<file path="config.mk">
export PLATFORM = sky130hd
export DESIGN_NAME = sdc_conversion_control
export DESIGN_NICKNAME = d
export VERILOG_FILES = /design/src/rtl/sdc_pkg.sv /design/src/rtl/sdc_conversion_control.sv
export VERILOG_INCLUDE_DIRS = /design/src /design/src/rtl
export SDC_FILE = /design/constraint.sdc
export NUM_CORES = 1
export LEC_CHECK = 0
export ABC_CLOCK_PERIOD_IN_PS = 7200
export BUFFER_PORTS_ARGS = -buffer_cell sky130_fd_sc_hd__buf_4
export CORE_MARGIN = 3
export CORE_UTILIZATION = 60
export CTS_CLUSTER_DIAMETER = 150
export DETAILED_ROUTE_END_ITERATION = 6
export PLACE_DENSITY = 0.83
export SLEW_MARGIN = 20
export SYNTH_ARGS = -nofsm -noshare
export SYNTH_HDL_FRONTEND = slang
export SYNTH_SLANG_ARGS = --single-unit
</file>
<file path="constraint.sdc">
create_clock -name clk -period 7.2 [get_ports clk]
set_input_delay 1.44 -clock clk [delete_from_list [all_inputs] [get_ports clk]]
set_output_delay 1.44 -clock clk [all_outputs]
set_load 0.03 [all_outputs]
</file>
<file path="src/rtl/sdc_defines.svh">
// Constants of the sigma-delta conversion control block
`ifndef SDC_DEFINES_SVH
`define SDC_DEFINES_SVH

`define SDC_REG_PRIMARY        3'h1
`define SDC_REG_SECONDARY      3'h2
`define SDC_PRIMARY_RESET      8'h0A
`define SDC_SECONDARY_RESET    8'h00

`define SDC_P_CHSEL            7:6
`define SDC_P_MODRATIO         5:4
`define SDC_P_CLKRATE          3
`define SDC_P_DECIM            2:1
`define SDC_P_FAST             0
`define SDC_S_SCAN             7
`define SDC_S_CALMODE          6:5
`define SDC_S_BUFFER           4
`define SDC_S_DIFFERENTIAL_SELECT             3
`define SDC_S_BURNOUT          2
`define SDC_S_RESERVED         1
`define SDC_S_HALVING          0

`define SDC_SETTLE_THIRD       2'h3
`define SDC_SETTLE_FIRST       2'h1

`define SDC_PER_LOW_FS0        51200
`define SDC_PER_LOW_FS1        40960
`define SDC_PER_LOW_FS2        10240
`define SDC_PER_LOW_FS3        5120
`define SDC_PER_HIGH_FS0       49152
`define SDC_PER_HIGH_FS1       40960
`define SDC_PER_HIGH_FS2       8192
`define SDC_PER_HIGH_FS3       4096

`endif

</file>
<file path="src/rtl/sdc_pkg.sv">
// Types of the sigma-delta conversion control block
package sdc_pkg;
	typedef enum logic [1:0] {
		SDC_HELD    = 2'b01,
		SDC_CONVERT = 2'b10
	} sdc_state_e;
	typedef logic [2:0] sdc_chan_t;
	typedef logic [15:0] sdc_count_t;
endpackage

</file>
<file path="src/rtl/sdc_conversion_control.sv">
// Conversion control: setup registers, rate timing, settling, sweep and data-ready
`timescale 1ns/1ps
`include "sdc_defines.svh"
module sdc_conversion_control
	import sdc_pkg::*;
#(
	parameter int unsigned PER_LOW_FS0  = `SDC_PER_LOW_FS0,
	parameter int unsigned PER_LOW_FS1  = `SDC_PER_LOW_FS1,
	parameter int unsigned PER_LOW_FS2  = `SDC_PER_LOW_FS2,
	parameter int unsigned PER_LOW_FS3  = `SDC_PER_LOW_FS3,
	parameter int unsigned PER_HIGH_FS0 = `SDC_PER_HIGH_FS0,
	parameter int unsigned PER_HIGH_FS1 = `SDC_PER_HIGH_FS1,
	parameter int unsigned PER_HIGH_FS2 = `SDC_PER_HIGH_FS2,
	parameter int unsigned PER_HIGH_FS3 = `SDC_PER_HIGH_FS3
) (
	input  wire logic       clk,
	input  wire logic       nrst,
	input  wire logic       masterClockInput,
	input  wire logic       regWrite,
	input  wire logic [2:0] regSelect,
	input  wire logic [7:0] regWrData,
	input  wire logic       filterSyncHold,
	input  wire logic       dataReadDone,
	output logic      [7:0] setupPrimary,
	output logic      [7:0] setupSecondary,
	output logic            dataReadyFlag,
	output logic            dataReadyIntN,
	output logic            resultStore,
	output logic      [2:0] convChannel,
	output logic      [1:0] transferSelect,
	output logic            modulatorReset,
	output logic            thirdOrderSinc,
	output logic            inputBufferEnable,
	output logic            burnoutCurrentEnable
);

	// Output period in master clock ticks, before the modulator ratio shift
	function automatic sdc_count_t basePeriod(input logic clkRate, input logic [1:0] decim);
		int unsigned p;
		p = 0;
		unique case ({clkRate, decim})
			3'h0: p = PER_LOW_FS0;
			3'h1: p = PER_LOW_FS1;
			3'h2: p = PER_LOW_FS2;
			3'h3: p = PER_LOW_FS3;
			3'h4: p = PER_HIGH_FS0;
			3'h5: p = PER_HIGH_FS1;
			3'h6: p = PER_HIGH_FS2;
			3'h7: p = PER_HIGH_FS3;
		endcase
		return sdc_count_t'(p);
	endfunction

	// Input index to transfer-function register
	function automatic logic [1:0] mapInput(input logic [2:0] idx, input logic differential_select);
		if (differential_select)
			return idx[1:0];
		else if (idx < 3'h2)
			return 2'h0;
		else if (idx < 3'h4)
			return 2'h1;
		else
			return 2'h2;
	endfunction

	localparam sdc_chan_t CH_OFFSET_CAL = 3'h5;
	localparam sdc_chan_t CH_GAIN_CAL   = 3'h6;

	logic       [7:0] primary_ff;
	logic       [7:0] secondary_ff;
	logic             clkSync1_ff;
	logic             clkSync2_ff;
	logic             clkSync3_ff;
	logic             halfPhase_ff;
	logic             masterTick;
	sdc_count_t       periodCnt_ff;
	sdc_count_t       periodLen;
	logic       [1:0] settleCnt_ff;
	logic       [1:0] settleNeed;
	sdc_state_e       state_ff;
	sdc_state_e       nxt_state;
	sdc_chan_t        chan_ff;
	sdc_chan_t        nxt_chan;
	sdc_chan_t        selChan;
	sdc_chan_t        lastInput;
	logic             calEnabled;
	logic             writePrimary;
	logic             writeSecondary;
	logic             configChange;
	logic             sampleDone;
	logic             storeNow;
	logic             dataReady_ff;

	wire logic       scanOn    = secondary_ff[`SDC_S_SCAN];
	wire logic [1:0] calMode   = secondary_ff[`SDC_S_CALMODE];
	wire logic       diffOn    = secondary_ff[`SDC_S_DIFFERENTIAL_SELECT];
	wire logic [1:0] chanField = primary_ff[`SDC_P_CHSEL];

	assign writePrimary   = regWrite && (regSelect == `SDC_REG_PRIMARY);
	assign writeSecondary = regWrite && (regSelect == `SDC_REG_SECONDARY);
	// Reserved bit is forced to zero; the host is expected to write zero anyway
	assign configChange   = (writePrimary && (regWrData != primary_ff))
		|| (writeSecondary && ((regWrData & 8'hFD) != secondary_ff));

	always_ff @(posedge clk or negedge nrst) begin
		if (!nrst) begin
			primary_ff   <= `SDC_PRIMARY_RESET;
			secondary_ff <= `SDC_SECONDARY_RESET;
		end else begin
			if (writePrimary)
				primary_ff <= regWrData;
			if (writeSecondary)
				secondary_ff <= regWrData & 8'hFD;
		end
	end

	// Master clock pin: three flops, then edge detect on the later pair
	always_ff @(posedge clk or negedge nrst) begin
		if (!nrst) begin
			clkSync1_ff <= 1'b0;
			clkSync2_ff <= 1'b0;
			clkSync3_ff <= 1'b0;
		end else begin
			clkSync1_ff <= masterClockInput;
			clkSync2_ff <= clkSync1_ff;
			clkSync3_ff <= clkSync2_ff;
		end
	end

	// Prescaler passes every second master edge when halving is on
	always_ff @(posedge clk or negedge nrst) begin
		if (!nrst)
			halfPhase_ff <= 1'b0;
		else if (!secondary_ff[`SDC_S_HALVING])
			halfPhase_ff <= 1'b0;
		else if (clkSync2_ff && !clkSync3_ff)
			halfPhase_ff <= !halfPhase_ff;
	end

	assign masterTick = clkSync2_ff && !clkSync3_ff
		&& (!secondary_ff[`SDC_S_HALVING] || halfPhase_ff);

	// Modulator ratio steps halve the period, doubling the output rate
	assign periodLen = basePeriod(primary_ff[`SDC_P_CLKRATE], primary_ff[`SDC_P_DECIM])
		>> primary_ff[`SDC_P_MODRATIO];
	// Hold and setup changes beat a sample in the same cycle: stale data never stores
	assign sampleDone = (state_ff == SDC_CONVERT) && masterTick
		&& !filterSyncHold && !configChange
		&& (periodCnt_ff >= periodLen - 16'h1);

	// Settling depth depends on filter order
	assign settleNeed = primary_ff[`SDC_P_FAST] ? `SDC_SETTLE_FIRST : `SDC_SETTLE_THIRD;
	assign storeNow   = sampleDone && (settleCnt_ff + 2'h1 >= settleNeed);

	always_comb begin
		nxt_state = state_ff;
		unique case (state_ff)
			SDC_HELD:
				if (!filterSyncHold)
					nxt_state = SDC_CONVERT;
			SDC_CONVERT:
				if (filterSyncHold)
					nxt_state = SDC_HELD;
		endcase
	end

	always_ff @(posedge clk or negedge nrst) begin
		if (!nrst)
			state_ff <= SDC_HELD;
		else
			state_ff <= nxt_state;
	end

	// Period and settle counters restart on hold or on any setup change
	always_ff @(posedge clk or negedge nrst) begin
		if (!nrst) begin
			periodCnt_ff <= 16'h0000;
			settleCnt_ff <= 2'h0;
		end else if (filterSyncHold || configChange || state_ff == SDC_HELD) begin
			periodCnt_ff <= 16'h0000;
			settleCnt_ff <= 2'h0;
		end else if (sampleDone) begin
			periodCnt_ff <= 16'h0000;
			if (storeNow && scanOn)
				settleCnt_ff <= 2'h0;
			else if (!storeNow)
				settleCnt_ff <= settleCnt_ff + 2'h1;
		end else if (masterTick) begin
			periodCnt_ff <= periodCnt_ff + 16'h0001;
		end
	end

	assign calEnabled = calMode[0] ^ calMode[1];
	assign lastInput  = diffOn ? 3'h2 : 3'h4;
	always_comb begin
		if (calMode == 2'b01)
			selChan = CH_OFFSET_CAL;
		else if (calMode == 2'b10)
			selChan = CH_GAIN_CAL;
		else
			selChan = {1'b0, chanField};
	end

	always_comb begin
		nxt_chan = chan_ff;
		// Sweep restarts at the first input on a change while sweeping or when it starts
		if (configChange && (scanOn || (writeSecondary && regWrData[`SDC_S_SCAN])))
			nxt_chan = 3'h0;
		else if (!scanOn)
			nxt_chan = selChan;
		else if (storeNow) begin
			if (chan_ff == CH_OFFSET_CAL)
				nxt_chan = CH_GAIN_CAL;
			else if (chan_ff == CH_GAIN_CAL)
				nxt_chan = 3'h0;
			else if (chan_ff >= lastInput)
				nxt_chan = calEnabled ? CH_OFFSET_CAL : 3'h0;
			else
				nxt_chan = chan_ff + 3'h1;
		end
	end

	always_ff @(posedge clk or negedge nrst) begin
		if (!nrst)
			chan_ff <= 3'h0;
		else
			chan_ff <= nxt_chan;
	end

	always_ff @(posedge clk or negedge nrst) begin
		if (!nrst)
			transferSelect <= 2'h0;
		else if (nxt_chan < CH_OFFSET_CAL)
			transferSelect <= mapInput(nxt_chan, diffOn);
		else if (scanOn)
			transferSelect <= 2'h2;
		else
			transferSelect <= mapInput({1'b0, chanField}, diffOn);
	end

	// Set wins over a read completing in the same cycle
	always_ff @(posedge clk or negedge nrst) begin
		if (!nrst)
			dataReady_ff <= 1'b0;
		else if (storeNow)
			dataReady_ff <= 1'b1;
		else if (configChange || dataReadDone)
			dataReady_ff <= 1'b0;
	end

	always_ff @(posedge clk or negedge nrst) begin
		if (!nrst) begin
			resultStore          <= 1'b0;
			modulatorReset       <= 1'b1;
			thirdOrderSinc       <= 1'b1;
			inputBufferEnable    <= 1'b0;
			burnoutCurrentEnable <= 1'b0;
		end else begin
			resultStore          <= storeNow;
			modulatorReset       <= filterSyncHold || configChange;
			thirdOrderSinc       <= !primary_ff[`SDC_P_FAST];
			inputBufferEnable    <= secondary_ff[`SDC_S_BUFFER];
			burnoutCurrentEnable <= secondary_ff[`SDC_S_BURNOUT];
		end
	end

	assign setupPrimary   = primary_ff;
	assign setupSecondary = secondary_ff;
	assign dataReadyFlag  = dataReady_ff;
	assign convChannel    = chan_ff;
	always_ff @(posedge clk or negedge nrst) begin
		if (!nrst)
			dataReadyIntN <= 1'b1;
		else
			dataReadyIntN <= !(storeNow || (dataReady_ff && !configChange && !dataReadDone));
	end
endmodule

</file>
==> impl_metrics.yaml <==
drt:
  drc: 0
  viasPerCell: 5.68
  finalWirelength_um: 7240
  drt_iter0_drc: 115
  dr_total_vias: 2747
  antenna_left: 0
  wl_per_cell_um: 15.0
  firstDrtPassIters: 4
clocking:
  cts_buffers: 5
  hold_buffers: 0
  clock_sinks: 51
  clock-root-buffer: "clkbuf_8"
  worstSkewPairLatency_ns: 0.30
  clk_path_buf_depth: 2
  cts_setup_buffers: 0
  cts_resized: 0
  tritoncts: "yes"
  cts-htree-levels: 2
  clk_pin_slew_worst_paths_ns: 0.10
setup_path:
  path_max_fanout: 10
  end_kind: "register"
  r2r-start: "setupPrimary[2]$_DFFE_PN0P_"
  reg2reg_depth: 18
  required_ns: 7.42
  worstSetupStartpointType: "register"
  crit_end: "transferSelect[0]$_DFF_PN0_"
  reg2reg_slack_ns: 2.01
  r2r-end: "transferSelect[0]$_DFF_PN0_"
  cp-startpoint: "setupPrimary[2]$_DFFE_PN0P_"
  worstPathArrival_ns: 5.41
  path_class: "reg -> reg"
timing:
  maxSlewHeadroom_pct: 48.0
  worst_pin_slew_ns: 0.769
  finalHoldViolCount: 0
  skew_ns: 0.00922
  rsz0062_at_grt: "no"
  holdWs_ns: 0.358
  timing.fmax_ghz: 0.193
  setup_viol: 0
  fin_setup_tns_ns: 0
  fin_crit_ns: 5.19
  finalCritPeriodShare_pct: 72.1
  slew_violations: 0
logic_synthesis:
  syn_area_sq_um: 3330
  synth_cell_types: 61
  seq_area_frac_synth_pct: 38.5
  synthesis.nets: 416
  syn_avg_cell_area_sq_um: 8.82
  yosysTopAreaCell: "dfrtp_1"
  synthArstFlopShare_pct: 100
  syn_inst: 378
  synth_top_area_share_pct: 33.8
  yosys_register_bits: 51
  ys.warnings.count: 0
  synth_edf_count: 0
  synthFlopType: "dfrtp_1"
  synthTopCellsByArea: "dfrtp_1 34%, ha_1 7.9%, nand2_1 5.5%, xnor2_1 5.3%, nor2_1 4.8%"
place:
  gp_congestion: 0.837
  portBuffers: 43
  place_hpwl_um: 5420
die:
  die_area_sq_um: 6490
  coreArea_sq_um: 5240
  core.rowCount: 26
  ioPinCount: 45
  die_x_um: 80.5
  start_util_pct: 63.6
  die_height_um: 80.5
layout:
  antenna_cells: 0
  drive_gt1_share_pct: 18.1
  area_growth_pct: 12.8
  fin_nets: 451
power:
  peakVddDrop_mv: 0.223
  power.leakage_uw: 0.00168
  p_per_area_nw_per_um2: 264
global_routing:
  overflow: 0
  track_usage_pct: 24.2
  grt_pass1_vias: 2700
  antenna_found_initial: 0
  grt_pass1_wl_um: 12300
  grt_max_degree: 52
status:
  outcome: "finished clean"
flow_run:
  maxCapViolCount: 0
min_path:
  hold_path_class: "reg -> reg"
worst min path at each step:
stage | to | slack (ns) | from | depth (start not counted)
global route | clkSync2_ff$_DFF_PN0_ | 0.37 | clkSync1_ff$_DFF_PN0_ | 0
detailed placement | clkSync2_ff$_DFF_PN0_ | 0.34 | clkSync1_ff$_DFF_PN0_ | 0
global placement | clkSync2_ff$_DFF_PN0_ | 0.34 | clkSync1_ff$_DFF_PN0_ | 0
CTS | clkSync2_ff$_DFF_PN0_ | 0.36 | clkSync1_ff$_DFF_PN0_ | 0
floorplan | clkSync2_ff$_DFF_PN0_ | 0.33 | clkSync1_ff$_DFF_PN0_ | 0
finish | clkSync2_ff$_DFF_PN0_ | 0.36 | clkSync1_ff$_DFF_PN0_ | 0
power by group:
part,internal (uW),total (uW),switching (uW)
Combinational,179,444,265
Sequential,326,388,62.5
Clock,68.1,161,93.2
synth_stat cells (all sizes together) (6+ instances only):
cell type and number:
inv 25, dfrtp 45, a21oi 17, o21ai 27
nand2 49, nor2 43, xor2 16, ha 21
nand3 11, dfstp 6, nor3 6, nand2b 7
xnor2 20, clkbuf 11
kinds of logic (layout without fill, tap and decap cells):
logic type	Yosys count	in the layout	synth area share [%]
AND/OR/NAND/NOR	144	144	20.9
AO/OA/AOI/OAI	80	80	16.6
flip-flops	51	51	38.5
buffers and inverters	41	77	5.26
XOR/XNOR	36	36	9.46
adder cells (fa/ha/maj)	21	21	7.88
multiplexers	4	4	1.31
other	1	1	0.113
critical path, stage by stage, from the launching register on:
cell and delay, ns:
dfrtp_1 0.55, inv_1 0.12, ha_1 0.30, nor2_1 0.22
a211o_1 0.17, ha_1 0.20, inv_1 0.05, nor4_1 0.50
o21ai_0 0.18, o21ai_0 0.12, o21ai_0 0.12, ha_1 0.32
nand3_1 0.09, o41ai_1 0.75, o21ai_0 0.40, or3_4 0.47
a21oi_4 0.22, a21oi_2 0.09, a211oi_2 0.21
layout by cell type, fill, tap and decap left out, types with 3 or more instances in the layout:
cell type / netlist / routed
mux2_2: 3 / 3
buf_4: 1 / 44
xnor2_1: 20 / 20
nor2_1: 43 / 43
nor4_1: 3 / 3
o211ai_1: 5 / 5
dfstp_2: 6 / 6
nand2b_1: 7 / 7
o21ai_0: 26 / 26
nor3_1: 6 / 6
a21oi_1: 15 / 15
o21a_1: 3 / 3
inv_1: 25 / 25
clkbuf_8: 0 / 5
xor2_1: 16 / 16
nand3_1: 11 / 11
dfrtp_1: 45 / 45
nand4_1: 5 / 5
o31ai_1: 3 / 3
nand2_1: 49 / 49
ha_1: 21 / 21
area by class of cell:
cell class / instances / area [sq um]
fillers: 421 / 1480
repair buffers: 44 / 330
inverters: 25 / 93.8
clock buffers: 6 / 72.6
multi-input cells: 286 / 1880
well taps: 70 / 87.6
clock inverters: 2 / 12.5
flip-flops and latches: 51 / 1280
layer usage:
layer  global-route usage [%]  vias to the layer above  share of wire, %
met4                     5.24                        0              0.72
met5                        0                        -                 0
met1                     31.2                     1301                45
li1                         -                     1364                 -
met2                     42.5                       77                49
met3                     4.15                        5               5.5
state kept, by name, indices dropped and copies added, names as in the netlist, 2 cells and up:
register        cells
setupSecondary      7
setupPrimary        8
periodCnt_ff       16
state_ff            2
settleCnt_ff        2
convChannel         3
transferSelect      2
metrics by stage:
| stage | utilization [%] | power (uW) | std cells | setup slack, ns | cell area (sq um) |
|---|---|---|---|---|---|
| 2_1_floorplan | - | 704 | 378 | 2.53 | 3330 |
| 3_3_place_gp | 70.2 | 818 | 476 | 2.42 | 3680 |
| 3_5_place_dp | 70.2 | 836 | 476 | 2.03 | 3680 |
| 4_1_cts | 71.8 | 996 | 484 | 2.04 | 3760 |
| 5_1_grt | 71.8 | 1060 | 484 | 1.65 | 3760 |
| 6_report | 71.8 | 994 | 484 | 2.01 | 3760 |
Note: power is estimated with default switching activity, not from simulation.
